$ cat config.mk
export PLATFORM = sky130hd
export DESIGN_NAME = io_pin_test_sequencer
export DESIGN_NICKNAME = d
export VERILOG_FILES = /design/src/rtl/pin_test_pkg.sv /design/src/rtl/sync_pair.sv /design/src/rtl/pad_override.sv /design/src/rtl/io_pin_test_sequencer.sv
export SDC_FILE = /design/constraint.sdc
export NUM_CORES = 1
export LEC_CHECK = 0
export BUFFER_PORTS_ARGS = -buffer_cell sky130_fd_sc_hd__buf_2
export CAP_MARGIN = 20
export CELL_PAD_IN_SITES_DETAIL_PLACEMENT = 1
export CELL_PAD_IN_SITES_GLOBAL_PLACEMENT = 1
export CORE_ASPECT_RATIO = 0.8
export CORE_MARGIN = 1.5
export CORE_UTILIZATION = 24
export CTS_CLUSTER_DIAMETER = 80
export DETAILED_ROUTE_END_ITERATION = 10
export GPL_ROUTABILITY_DRIVEN = 0
export PLACE_DENSITY_LB_ADDON = 0.3
export SKIP_CTS_REPAIR_TIMING = 1
export SLEW_MARGIN = 10
export SYNTH_ARGS = -nofsm -noshare
export SYNTH_HDL_FRONTEND = slang
export SYNTH_SLANG_ARGS = --single-unit
$ cat constraint.sdc
create_clock -name clk -period 2 [get_ports clk]
set_clock_uncertainty 0.15 [all_clocks]
set_input_delay 0.4 -clock clk [delete_from_list [all_inputs] [get_ports clk]]
set_output_delay 0.4 -clock clk [all_outputs]
set_load 0.01 [all_outputs]
$ cat src/rtl/pin_test_pkg.sv
/*
 pin_test_pkg: constants for the pin test sequencer.
 assumes one 25 MHz clock that is the host bus clock itself.
*/
// Behaviour
// RL1: tester holds reset low, straps test, irq pattern
// RL2: test starts at reset rise with valid straps
// RL3: pattern advances one step per host clock
// RL4: steps float high low float low high float
// RL5: every output and bidirectional pad takes part
// RL6: inputs, usb, dot clock, analog left alone
// RL7: isa pads keep weak pull-ups during test
// RL8: nand mode routes chain to suspend output
// RL9: tester holds test and irq7 high, walks inputs
// RL10: float drops enable, high/low override value
package pin_test_pkg;
   // ======================================
   // sizes
   localparam int N_PADS = 16;
   localparam int N_NAND = 8;
   localparam int N_STEP = 7;
   localparam int N_STRAP = 5;
   // which pads carry an always-on weak pull-up
   localparam logic [N_PADS-1:0] PULL_MASK = 16'h00ff;
   // ======================================
   // strap patterns, bit 4 is irq7 down to bit 0 irq3
   localparam logic [N_STRAP-1:0] STRAP_IO = 5'h16;
   localparam int STRAP_IRQ7 = 4;
   // per-step enable and level, bit 0 is step 1
   localparam logic [N_STEP-1:0] STEP_OE = 7'h36;
   localparam logic [N_STEP-1:0] STEP_LVL = 7'h22;
   // ======================================
   // wishbone register map
   localparam logic [3:0] ADR_CTRL = 4'h0;
   localparam logic [3:0] ADR_STATUS = 4'h4;
   localparam int CTRL_IO_EN = 0;
   localparam int CTRL_NAND_EN = 1;
   localparam logic [1:0] CTRL_RESET = 2'h3;
   localparam int STAT_NAND = 8;
   localparam int STAT_ARMED = 9;
   localparam int STAT_POR = 10;
   // ======================================
   // sequencer states
   typedef enum logic [7:0] {
      ST_IDLE = 8'h01,
      ST_S1   = 8'h02,
      ST_S2   = 8'h04,
      ST_S3   = 8'h08,
      ST_S4   = 8'h10,
      ST_S5   = 8'h20,
      ST_S6   = 8'h40,
      ST_S7   = 8'h80
   } seq_state_t;
endpackage

$ cat src/rtl/sync_pair.sv
/*
 sync_pair: two-flop synchroniser for pin levels.
 assumes inputs arrive from outside the clock domain.
*/
module sync_pair #(
   parameter int W = 1
) (
   input  wire logic         clk,
   input  wire logic         srst,
   input  wire logic [W-1:0] din,
   output logic      [W-1:0] dout
);
   logic [W-1:0] meta_q;
   logic [W-1:0] meta_d;
   logic [W-1:0] dout_d;

   always_comb
   begin
      meta_d = din;
      dout_d = meta_q;
   end

   // no reset value: the pin level is all that matters
   always_ff @(posedge clk)
   begin
      meta_q <= meta_d;
      dout   <= dout_d;
   end
endmodule

$ cat src/rtl/pad_override.sv
/*
 pad_override: per-pad mux between functional logic and the
 test pattern. assumes override controls come from flops.
*/
module pad_override
   import pin_test_pkg::*;
(
   input  wire logic [pin_test_pkg::N_PADS-1:0] func_out,
   input  wire logic [pin_test_pkg::N_PADS-1:0] func_oe,
   input  wire logic                            ovr_en,
   input  wire logic                            ovr_oe,
   input  wire logic                            ovr_lvl,
   output logic      [pin_test_pkg::N_PADS-1:0] pad_out,
   output logic      [pin_test_pkg::N_PADS-1:0] pad_oe
);
   // ======================================
   // one mux per pad
   genvar i;
   generate
      for (i = 0; i < N_PADS; i++)
      begin : g_pad
         // float drops the enable, high/low force the value [RL10] [RL5]
         assign pad_oe[i]  = ovr_en ? ovr_oe : func_oe[i];
         assign pad_out[i] = ovr_en ? ovr_lvl : func_out[i];
      end
   endgenerate
endmodule

$ cat src/rtl/io_pin_test_sequencer.sv
/*
 io_pin_test_sequencer: strap decode, seven-step pad test and
 nand chain output, with a classic wishbone register slave.
 assumes clk is the host bus clock; straps and chain inputs
 are pins and are synchronised here.
*/
module io_pin_test_sequencer
   import pin_test_pkg::*;
(
   input  wire logic                             clk,
   input  wire logic                             srst,
   // pins
   input  wire logic                             por_n,
   input  wire logic                             test_pin,
   input  wire logic [pin_test_pkg::N_STRAP-1:0] irq_strap,
   input  wire logic [pin_test_pkg::N_NAND-1:0]  nand_in,
   input  wire logic                             dot_clock_src,
   output logic                                  dot_clock_out,
   // functional side
   input  wire logic [pin_test_pkg::N_PADS-1:0]  func_out,
   input  wire logic [pin_test_pkg::N_PADS-1:0]  func_oe,
   input  wire logic                             func_suspend_n,
   output logic      [pin_test_pkg::N_PADS-1:0]  pad_out,
   output logic      [pin_test_pkg::N_PADS-1:0]  pad_oe,
   output logic      [pin_test_pkg::N_PADS-1:0]  pad_pullup_en,
   output logic                                  suspend_request_out_n,
   output logic                                  suspend_oe,
   // wishbone slave
   input  wire logic                             wb_cyc_i,
   input  wire logic                             wb_stb_i,
   input  wire logic                             wb_we_i,
   input  wire logic [3:0]                       wb_adr_i,
   input  wire logic [3:0]                       wb_sel_i,
   input  wire logic [31:0]                      wb_dat_i,
   output logic      [31:0]                      wb_dat_o,
   output logic                                  wb_ack_o
);
   // ======================================
   // pin synchronisers
   logic [N_STRAP+1:0] pins_s;
   logic [N_NAND-1:0]  nand_s;
   logic               por_s;
   logic               test_s;
   logic [N_STRAP-1:0] strap_s;

   sync_pair #(.W(N_STRAP + 2)) u_sync_pins (
      .clk  (clk),
      .srst (srst),
      .din  ({por_n, test_pin, irq_strap}),
      .dout (pins_s)
   );

   sync_pair #(.W(N_NAND)) u_sync_nand (
      .clk  (clk),
      .srst (srst),
      .din  (nand_in),
      .dout (nand_s)
   );

   assign por_s   = pins_s[N_STRAP+1];
   assign test_s  = pins_s[N_STRAP];
   assign strap_s = pins_s[N_STRAP-1:0];

   // ======================================
   // registers
   logic [1:0] ctrl_q;
   logic [1:0] ctrl_d;
   logic       ack_q;
   logic       ack_d;
   logic [31:0] rdat_q;
   logic [31:0] rdat_d;
   logic       wb_req;

   // ======================================
   // strap capture and start detect
   logic       por_prev_q;
   logic       por_prev_d;
   logic       io_armed_q;
   logic       io_armed_d;
   logic       nand_q;
   logic       nand_d;
   logic       por_rise;
   logic       io_straps;
   logic       nand_straps;

   assign io_straps   = test_s && (strap_s == STRAP_IO);
   assign nand_straps = test_s && strap_s[STRAP_IRQ7] && !io_straps;
   assign por_rise    = por_s && !por_prev_q;

   always_comb
   begin
      por_prev_d = por_s;
      io_armed_d = io_armed_q;
      nand_d     = nand_q;
      // straps only count while reset is held low
      if (!por_s)
      begin
         io_armed_d = io_straps;
      end
      // nand mode needs test and irq7 held the whole time
      if (!por_s)
      begin
         nand_d = nand_straps && ctrl_q[CTRL_NAND_EN];
      end
      else if (!(test_s && strap_s[STRAP_IRQ7]))
      begin
         nand_d = 1'b0;
      end
   end

   always_ff @(posedge clk)
   begin
      if (srst)
      begin
         por_prev_q <= 1'b1; // pin idle level: no false rise after reset
         io_armed_q <= 1'b0;
         nand_q     <= 1'b0;
      end
      else
      begin
         por_prev_q <= por_prev_d;
         io_armed_q <= io_armed_d;
         nand_q     <= nand_d;
      end
   end

   // ======================================
   // step sequencer
   seq_state_t state_q;
   seq_state_t state_d;
   logic       ovr_en_q;
   logic       ovr_en_d;
   logic       ovr_oe_q;
   logic       ovr_oe_d;
   logic       ovr_lvl_q;
   logic       ovr_lvl_d;

   always_comb
   begin
      state_d = state_q;
      case (state_q)
         ST_IDLE:
         begin
            // start on the reset release edge [RL2]
            if (por_rise && io_armed_q && ctrl_q[CTRL_IO_EN])
            begin
               state_d = ST_S1;
            end
         end
         ST_S1: state_d = ST_S2; // one step per clock [RL3]
         ST_S2: state_d = ST_S3;
         ST_S3: state_d = ST_S4;
         ST_S4: state_d = ST_S5;
         ST_S5: state_d = ST_S6;
         ST_S6: state_d = ST_S7;
         ST_S7: state_d = ST_IDLE;
         default: state_d = ST_IDLE;
      endcase
      // pattern table lookup for the coming step [RL4]
      ovr_en_d  = (state_d != ST_IDLE);
      ovr_oe_d  = |(state_d[N_STEP:1] & STEP_OE);
      ovr_lvl_d = |(state_d[N_STEP:1] & STEP_LVL);
   end

   always_ff @(posedge clk)
   begin
      if (srst)
      begin
         state_q   <= ST_IDLE;
         ovr_en_q  <= 1'b0;
         ovr_oe_q  <= 1'b0;
         ovr_lvl_q <= 1'b0;
      end
      else
      begin
         state_q   <= state_d;
         ovr_en_q  <= ovr_en_d;
         ovr_oe_q  <= ovr_oe_d;
         ovr_lvl_q <= ovr_lvl_d;
      end
   end

   // ======================================
   // pads
   pad_override u_pads (
      .func_out (func_out),
      .func_oe  (func_oe),
      .ovr_en   (ovr_en_q),
      .ovr_oe   (ovr_oe_q),
      .ovr_lvl  (ovr_lvl_q),
      .pad_out  (pad_out),
      .pad_oe   (pad_oe)
   );

   // pull-ups stay on so floating isa pads read high [RL7]
   assign pad_pullup_en = PULL_MASK;

   // dot clock is timing critical: never touched by the test [RL6]
   assign dot_clock_out = dot_clock_src;

   // ======================================
   // nand chain and suspend pin
   logic [N_NAND-1:0] chain;
   logic              suspend_request_out_n_q;
   logic              suspend_request_out_n_d;
   logic              suspend_request_out_n_oe_q;
   logic              suspend_request_out_n_oe_d;

   genvar g;
   generate
      for (g = 0; g < N_NAND; g++)
      begin : g_chain
         if (g == 0)
         begin : g_head
            assign chain[g] = ~nand_s[g];
         end
         else
         begin : g_link
            assign chain[g] = ~(chain[g-1] & nand_s[g]);
         end
      end
   endgenerate

   always_comb
   begin
      suspend_request_out_n_d    = func_suspend_n;
      suspend_request_out_n_oe_d = 1'b1;
      if (nand_q)
      begin
         suspend_request_out_n_d = chain[N_NAND-1]; // [RL8]
      end
      else if (ovr_en_d)
      begin
         suspend_request_out_n_d    = ovr_lvl_d; // suspend pin joins the pattern [RL5]
         suspend_request_out_n_oe_d = ovr_oe_d;
      end
   end

   always_ff @(posedge clk)
   begin
      if (srst)
      begin
         suspend_request_out_n_q    <= 1'b1;
         suspend_request_out_n_oe_q <= 1'b1;
      end
      else
      begin
         suspend_request_out_n_q    <= suspend_request_out_n_d;
         suspend_request_out_n_oe_q <= suspend_request_out_n_oe_d;
      end
   end

   assign suspend_request_out_n = suspend_request_out_n_q;
   assign suspend_oe            = suspend_request_out_n_oe_q;

   // ======================================
   // wishbone slave, one wait state, unmapped reads zero
   assign wb_req = wb_cyc_i && wb_stb_i && !ack_q;

   always_comb
   begin
      ctrl_d = ctrl_q;
      ack_d  = wb_req;
      rdat_d = 32'h0000_0000;
      if (wb_req && wb_adr_i == ADR_CTRL)
      begin
         rdat_d[1:0] = ctrl_q;
         if (wb_we_i && wb_sel_i[0])
         begin
            ctrl_d = wb_dat_i[1:0];
         end
      end
      else if (wb_req && wb_adr_i == ADR_STATUS)
      begin
         rdat_d[7:0]  = state_q;
         rdat_d[STAT_NAND]  = nand_q;
         rdat_d[STAT_ARMED] = io_armed_q;
         rdat_d[STAT_POR]   = por_s;
      end
   end

   always_ff @(posedge clk)
   begin
      if (srst)
      begin
         ctrl_q <= CTRL_RESET;
         ack_q  <= 1'b0;
         rdat_q <= 32'h0000_0000;
      end
      else
      begin
         ctrl_q <= ctrl_d;
         ack_q  <= ack_d;
         rdat_q <= rdat_d;
      end
   end

   assign wb_ack_o = ack_q;
   assign wb_dat_o = rdat_q;

   // ======================================
   // checks
   logic [N_NAND-1:0] nand_low;
   logic              thermo;
   assign nand_low = ~nand_s;
   assign thermo   = ((nand_low & (nand_low + 1'b1)) == '0);
endmodule

After elaboration in Yosys (flattened, before gate mapping)
Cells that the tools add are included.
{ "op_classes": {"mux": 40, "bitwise": 17, "n_reduce_logical": 21, "n_eq_ne": 11} }
{ "ops": {"columns": ["op", "count"], "rows": [
  ["$pmux W8 S7", 1],
  ["$mux W1", 36],
  ["$logic_and A1 B1 Y1", 12],
  ["$not A1 Y1", 10],
  ["$eq A8 B1 Y1 const B", 1],
  ["$eq A8 B2 Y1 const B", 1],
  ["$eq A8 B3 Y1 const B", 1],
  ["$eq A8 B4 Y1 const B", 1],
  ["$eq A8 B5 Y1 const B", 1],
  ["$eq A8 B6 Y1 const B", 1],
  ["$eq A8 B7 Y1 const B", 1],
  ["$mux W8", 1],
  ["$ne A8 B1 Y1 const B", 1],
  ["$and A1 B1 Y1", 7],
  ["$reduce_or A3 Y1", 2],
  ["$eq A5 B5 Y1 const B", 1],
  ["$eq A4 B3 Y1 const B", 1],
  ["$logic_not A4 Y1", 1],
  ["$mux W2", 2],
  ["$reduce_or A4 Y1", 1],
  ["$logic_not A1 Y1", 3],
  ["$ne A2 B2 Y1 const B", 1],
  ["$reduce_and A2 Y1", 1],
  ["$reduce_or A2 Y1", 1]
]} }
{ "totals": {"output_inout_bits": 84, "elab_cells": 107, "input_bits": 94, "ff_bits": 81} }

Longest topological paths before layout
Gate-level depths: netlist (run 1).
{ "depth": {"ltp_word": 16, "depth_mapped": 6, "ltp_nobuf": 5} }

By module
A second synthesis (run 1) with hierarchy kept.
{ "unflattened": {"hier_cells": 220, "area_unflattened_um2": 2588.7} }
{ "by_module_without_submodules": {"columns": ["mod", "area_per_inst_um2", "n_inst", "cells_each"], "rows": [
  ["io_pin_test_sequencer", 1433.9, 1, 152],
  ["pad_override", 554.3, 1, 38],
  ["sync_pair (u_sync_nand)", 320.3, 1, 16],
  ["sync_pair (u_sync_pins)", 280.3, 1, 14]
]} }

Worst setup path before layout (run 1)
Ideal clock, no wire load.
{ "synth_timing": {"path_type": "register to register", "from": "reg state_q[5]", "to": "reg suspend_request_out_n_oe_q, in the netlist suspend_oe", "path_slack_ns": -0.066, "setup_ns": 0.134, "period_less_slack_ns": 2.066, "n_path_buf": 1, "t_arrival_ns": 1.782, "path_stages_with_launch": 6, "required_time_ns": 1.716, "cell_sequence": "dfxtp_1 buf_4 or2_4 or4_4 a211o_1 or4_1"} }
{ "synth_between": {"elab_chain_cells": 5, "elab_cells_between_ends": 13, "classes_between": "eq/ne: 8; mux: 2; bitwise: 1; reduce/logical: 2"} }
{ "synth_rtl": {"columns": ["element", "line_no", "rtl"], "rows": [
  ["start: declaration", "io_pin_test_sequencer.sv:129", "seq_state_t state_q;"],
  ["start signal: assignment", "io_pin_test_sequencer.sv:176", "state_q <= state_d;"],
  ["$eq A8 B7 Y1, or another cell as far along", "io_pin_test_sequencer.sv:141", "case (state_q)"],
  ["$pmux W8 S7 *", "io_pin_test_sequencer.sv:141", null],
  ["$ne A8 B1 Y1", "io_pin_test_sequencer.sv:160", "ovr_en_d = (state_d != ST_IDLE);"],
  ["$not A1 Y1 (no source line)", null, null],
  ["$reduce_or A3 Y1 (no source line)", null, null],
  ["end signal: assignment", "io_pin_test_sequencer.sv:249", "suspend_request_out_n_oe_q <= suspend_request_out_n_oe_d;"],
  ["end: declaration", "io_pin_test_sequencer.sv:206", "logic suspend_request_out_n_oe_q;"]
]} }
Every way passes the cells marked *; elsewhere a longest branch is shown, timed or not.
A chain may end at the register's enable or synchronous reset.

Worst setup path after layout (run 1)
{ "layout_timing": {"from": "reg state_q[2]", "to": "reg suspend_request_out_n_oe_q, in the netlist suspend_oe"} }
The elaborated chain is that of the path after synthesis.

==> results of run 1 <==
==> cell usage after synthesis, types with 2 or more instances <==
master | count | share of area (%)
nand2b_1 | 3 | 0.79
o21ai_0 | 34 | 7.2
nand2_1 | 9 | 1.4
nor2b_1 | 2 | 0.53
clkbuf_1 | 9 | 1.4
and2_1 | 9 | 2.4
conb_1 | 2 | 0.32
or4_1 | 3 | 0.95
nor2_1 | 13 | 2.1
a21oi_1 | 2 | 0.42
a211o_1 | 4 | 1.5
dfxtp_1 | 60 | 51
nor4b_1 | 3 | 1.1
inv_1 | 34 | 5.4
or2_2 | 3 | 0.79
a211oi_1 | 3 | 0.95
mux2i_1 | 2 | 0.84
nand3_1 | 2 | 0.42
nor3_1 | 5 | 1.1
nor4_1 | 2 | 0.53
xor2_1 | 4 | 1.5
buf_4 | 39 | 12
==> logic make-up after synthesis <==
| logic type | Yosys count |
|---|---|
| compound gates | 46 |
| xor+xnor | 4 |
| buf+inv | 83 |
| flops | 60 |
| mux | 2 |
| other cells | 2 |
| simple gates | 64 |
==> layout make-up <==
| class | instances | share of cell area (%) |
|---|---|---|
| Inverter | 34 | 3.883 |
| Tap cell | 119 | 4.530 |
| Multi-Input combinational cell | 153 | 25.66 |
| Sequential cell | 60 | 36.54 |
| Clock buffer | 12 | 8.108 |
| Clock inverter | 3 | 2.094 |
| Timing Repair Buffer | 119 | 19.19 |
==> power by group through the flow <==
stage               Sequential (mW)  Combinational [mW]  Clock (mW)
detailed placement             1.27               0.194           0
floorplan                      1.27               0.149           0
global placement               1.27               0.190           0
finish                         1.25               0.193        1.68
CTS                            1.25               0.194        1.73
global route                   1.25               0.218        1.79
==> stage by stage <==
| step | cell area (µm²) | setup WS, ns | TNS [ns] | utilization [%] |
|---|---|---|---|---|
| after global routing | 3287 | -0.09160 | -0.7832 | 34.21 |
| after global placement | 2943 | 0.001947 | 0 | 30.63 |
| after CTS | 3278 | -0.03394 | -0.03394 | 34.11 |
| after detailed placement | 2943 | 0.01105 | 0 | 30.63 |
| after floorplan | 2501 | -0.06599 | -0.06599 | - |
| final | 3287 | 0.05007 | 0 | 34.21 |
==> worst paths after layout <==
| check | from | cells after the start | endpoint |
|---|---|---|---|
| setup reg to reg | state_q[2] | 4 | suspend_oe |
| setup / recovery | state_q[2] | 4 | suspend_oe |
| hold / removal | nand_in[4] | 1 | u_sync_nand.dout_d[4] |
| hold reg to reg | u_sync_pins.dout_d[2] | 0 | u_sync_pins.dout[2] |
==> state kept, by name, summed over array words and instances, names as in the netlist <==
| register | flops |
|---|---|
| ovr_oe_q | 1 |
| wb_ack_o | 1 |
| u_sync_pins.dout | 7 |
| suspend_request_out_n | 1 |
| ctrl_q | 2 |
| wb_dat_o | 11 |
| io_armed_q | 1 |
| ovr_lvl_q | 1 |
| u_sync_nand.dout | 8 |
| u_sync_pins.dout_d | 7 |
| suspend_oe | 1 |
| nand_q | 1 |
| u_sync_nand.dout_d | 8 |
| ovr_en_q | 1 |
| state_q | 8 |
| por_prev_q | 1 |
==> layer usage <==
| metal | GRT usage, % | vias to the layer above |
|---|---|---|
| met4 | 2.500 | 0 |
| met5 | 0 | - |
| li1 | - | 993 |
| met3 | 4.759 | 5 |
| met2 | 17.92 | 89 |
| met1 | 12.35 | 859 |
==> metrics, run 1 <==
unrepaired setup endpoints after global routing true; # IOs 178; max-cap violation count 0; Inserted Clock Buffers 9; register area share after synthesis about half; # diodes 0; Crit Path Category register to register; Reg clk slew, reported paths 0.05 ns; CP Cell Sequence or2_4 -> or4_4 -> a211o_1 -> or4_1; Die ar. 0.01048 mm²; initial antenna violation count 0; post-synthesis simple-gate area fraction 16.05%; area of the multi-input gates approximately 840 µm²; die width about 110 µm; CP Launch Type register; Avg WL per Cell 11.23 µm; CP top delay family simple AND/OR/NAND/NOR gates; Post-layout nets 471; Slew Viols, Final 0; met3 WL 480 µm; CP Max Fanout 3; post-synthesis compound-gate area fraction between 10% and 20%; vias per cell 3.892; Max IR drop VDD 0.0005202 V; crit path DAT 1.99 ns; clock power share between 50% and 60%; Overall Global Routing Usage 10.63%; GRT overflow 0; Async SR Flop Fraction 0%; CORE AREA 0.009609 mm²; chip height 91.88 µm; synth warn 0; Hold WS 0.03050 ns; leakage 1.711 nW; DRT antenna net count 0; top sig layer met4; CTS Buffer Depth 2; Worst Path Required 2.04 ns; switching share of power a little under 20%; wirelength, routed around 5.6 mm; Pwr Density around 950 mW/mm²; HP Class input port to register; Placed Instances approximately 490; worst reg2reg setup slack 0.05 ns; Mapped Area 0.002370 mm²; root buffer cell clkbuf_16; min cycle time layout 1.950 ns; Slew @ Worst Pin 0.5478 ns; commonest non-fill, non-tap cell in the layout buf_2; power share of the sequential group between 30% and 40%; first-pass GRT wire length 8.590 mm; number of core rows 32; FF+latch area 0.001201 mm²; initial core utilization 24.66%; DRC viols 0; worst skew pair latency 0.32 ns; Avg Cell Area, Syn between 9 and 10 µm²; largest family of logic cells by synthesized area buffers and inverters; hpwl dp 4.394 mm; NetSw a little over 0.6 mW; largest net degree at the start of global routing 22; Synth cell types 36; CP bufs+invs 0; final setup fails 0; clk sinks 60; Final Instance Count excl. Fillers 500; Mapped Cells 261; CP max stage delay 0.43 ns; number of synthesized flops with an enable pin 0; iteration count of the initial detailed-routing pass 4; Tot Pwr 3.123 mW; Worst Setup End Kind register; final count of hold timing violations 0; vias in the first global route roughly 1700; outcome completed; Post-Synth XOR/XNOR Area 1.478%; Adder-Cell Fraction of Synth Area 0%; PortBufs between 100 and 150; highest clock rate 512.8 MHz; Post-synth top flop dfxtp_1; Slew Limit Headroom 63.10%; Seq cells post-synth 60; most frequent cells in the layout 105 x buf_2, 60 x dfxtp_1, 37 x conb_1, 34 x inv_1, 34 x o21ai_0; highest-delay cell along the critical path or4_4; layout cells sized above 1 37.53%; TritonCTS clock tree built; Pint 2.505 mW; combinational power share 6.2%; mux cell area share after synthesis 0.8448%; H-tree depth 3; DRT iter0 DRCs 51; met2 routed WL 2.660 mm; Tcrit/Tclk final 97.50%; Fill cells 1172; Area growth, synth to finish 38.70%; M1 WL around 2.4 mm; total number of vias 1946
Power figures use the tool's default switching activity.
==> inputs of run 2 (changes only) <==
CORE_UTILIZATION = 25   (was 24)
CTS_BUF_LIST = sky130_fd_sc_hd__clkbuf_4   (was not set)
HOLD_SLACK_MARGIN = 0.12   (was not set)
==> run 2 against run 1 <==
Critical path depth is the same. Via count grew 5.5%. Hold slack gained 0.11 ns. Clock power shrank 54%. Sequential cell count is the same. Worst setup slack lost 0.016 ns. First-iteration DRC count shrank 5.9%. Die area shrank 3.9%. Sequential share of layout area grew 0.36 points. Critical endpoint unchanged.
==> metrics, run 2 (synthesis results as in run 1) <==
Die ar. 0.01008 mm² (-3.9%); worst skew pair latency 0.39 ns (+0.07 ns); FF+latch area 0.001202 mm² (+0.10%); Placed Instances 482 (-0.62%); number of core rows 31 (-3.1%); Worst Setup End Kind register; layout cells sized above 1 36.09% (-1.4 points); Crit path depth 4 (unchanged); iteration count of the initial detailed-routing pass 4 (unchanged); TritonCTS clock tree built; first-pass GRT wire length 9.114 mm (+6.1%); reg-to-reg critical path startpoint state_q[2]; worst hold stages 3 (+2); Slew Viols, Final 0 (unchanged); Post-layout nets 489 (+3.8%); Hold Crit Start wb_stb_i; CTS Buffer Depth 2 (unchanged); CP Cell Sequence or2_4 -> or4_4 -> a211o_1 -> or4_1; commonest non-fill, non-tap cell in the layout buf_2; vias in the first global route 1925 (+10%); chip height 90.08 µm (-2.0%); highest-delay cell along the critical path or4_4; Worst R2R Path Depth 4 (unchanged); unrepaired setup endpoints after global routing true; Hold WS 0.1398 ns (+0.1093 ns); Avg WL per Cell 11.10 µm (-1.1%); Crit Path Category register to register; max-cap violation count 0 (unchanged); leakage 1.685 nW (-1.5%); Inserted Clock Buffers 9 (unchanged); Fill cells 1129 (-3.7%); PortBufs 105 (unchanged); Largest register FFs 11 (unchanged); crit path DAT 2.09 ns (+0.10 ns); outcome completed; hpwl dp 4.287 mm (-2.4%); Area growth, synth to finish 37.49%; vias per cell 3.994 (+2.6%); Max IR drop VDD 0.0004815 V (-7.4%); # IOs 178 (unchanged); root buffer cell clkbuf_4; Worst Path Required 2.12 ns (+0.08 ns); GRT overflow 0 (unchanged); CP startpoint state_q[2]; clk sinks 60 (unchanged); CP Launch Type register; HP Class input port to register; final count of hold timing violations 0 (unchanged); CP top delay family simple AND/OR/NAND/NOR gates; largest net degree at the start of global routing 33 (+50%); Design Area, Final 0.003258 mm² (-0.88%); met3 WL 478 µm (-0.42%); Overall Global Routing Usage 11.30% (+0.67 points); die width 111.9 µm (-2.0%); initial core utilization 26.00% (+1.3 points); CP bufs+invs 0 (unchanged); top sig layer met4; met2 routed WL 2.777 mm (+4.4%); Final Instance Count excl. Fillers 514 (+2.8%); Pwr Density 686.8 mW/mm² (-28%); CORE AREA 0.009115 mm² (-5.1%); Tcrit/Tclk final 98.31% (+0.81 points); Reg clk slew, reported paths 0.10 ns (+0.05 ns); DRT antenna net count 0 (unchanged); highest clock rate 508.6 MHz (-0.83%); initial antenna violation count 0 (unchanged); DRT iter0 DRCs 48 (-5.9%); Post-DP Area 0.002945 mm² (about the same); total number of vias 2053 (+5.5%); M1 WL 2.391 mm (-1.2%); # diodes 0 (unchanged); H-tree depth 3 (unchanged); CP Max Fanout 3 (unchanged); min cycle time layout 1.966 ns (+0.01627 ns); wirelength, routed 5.706 mm (+1.6%); most frequent cells in the layout 105 x buf_2, 59 x dfxtp_1, 37 x conb_1, 34 x inv_1, 34 x o21ai_0; CP max stage delay 0.43 ns (about the same); final setup fails 0 (unchanged); area of the multi-input gates 848.3 µm² (+0.59%); DRC viols 0 (unchanged)
-- run 2: cell types whose count changed in the layout (fill, tap and decap cells not counted) --
| cell | change |
|---|---|
| clkbuf_16 | -9 |
| clkbuf_4 | +9 |
| clkinvlp_4 | +2 |
| buf_6 | +1 |
| dlygate4sd3_1 | +17 |
| clkinv_4 | -1 |
| nand2_1 | -2 |
| bufinv_16 | -1 |
| clkinv_1 | +3 |
| dfxtp_1 | -1 |
| nand2_2 | +2 |
| dfxtp_2 | +1 |
| clkbuf_8 | -3 |
-- run 2: metal layers --
layer	track usage, %	vias up
met5	0	-
met4	4.114	0
met3	4.720	7
met2	17.99	91
met1	13.62	928
li1	-	1027
-- run 2: power by group --
part | switching (mW) | leakage (nW) | internal [mW]
clock network | 0.414 | 0.0605 | 0.362
logic | 0.113 | 1.13 | 0.108
registers | 0.0101 | 0.496 | 1.23
-- run 2: tightest hold or removal path, delay by kind of cell --
kind | cells | cell delay (ns)
simple gates | 2 | 0.14
buf+inv | 1 | 0.10
-- run 2: layout make-up --
type | instances | area share (%)
sequential | 60 | 36.90
tap | 115 | 4.416
multi-input combinational | 153 | 26.04
clock inverter | 6 | 1.728
inverter | 34 | 3.917
timing repair buffer | 137 | 24.92
clock buffer | 9 | 2.074
-- run 2: metrics by stage --
step	worst slack (ns)	setup TNS [ns]	utilization, %	power [mW]
global placement	-0.003433	-0.003433	32.31	1.459
detailed placement	-0.005959	-0.005959	32.31	1.465
CTS	-0.04195	-0.1155	33.67	2.241
floorplan	-0.06599	-0.06599	-	1.415
global route	-0.03066	-0.07934	35.74	2.372
finish	0.03380	0	35.74	2.238
-- run 2: final timing paths --
kind                                       endpoint  slack [ns]
worst max-delay path                     suspend_oe        0.03
worst min-delay path                       wb_ack_o        0.14
worst max register to register           suspend_oe        0.03
worst min register to register  u_sync_nand.dout[0]        0.18
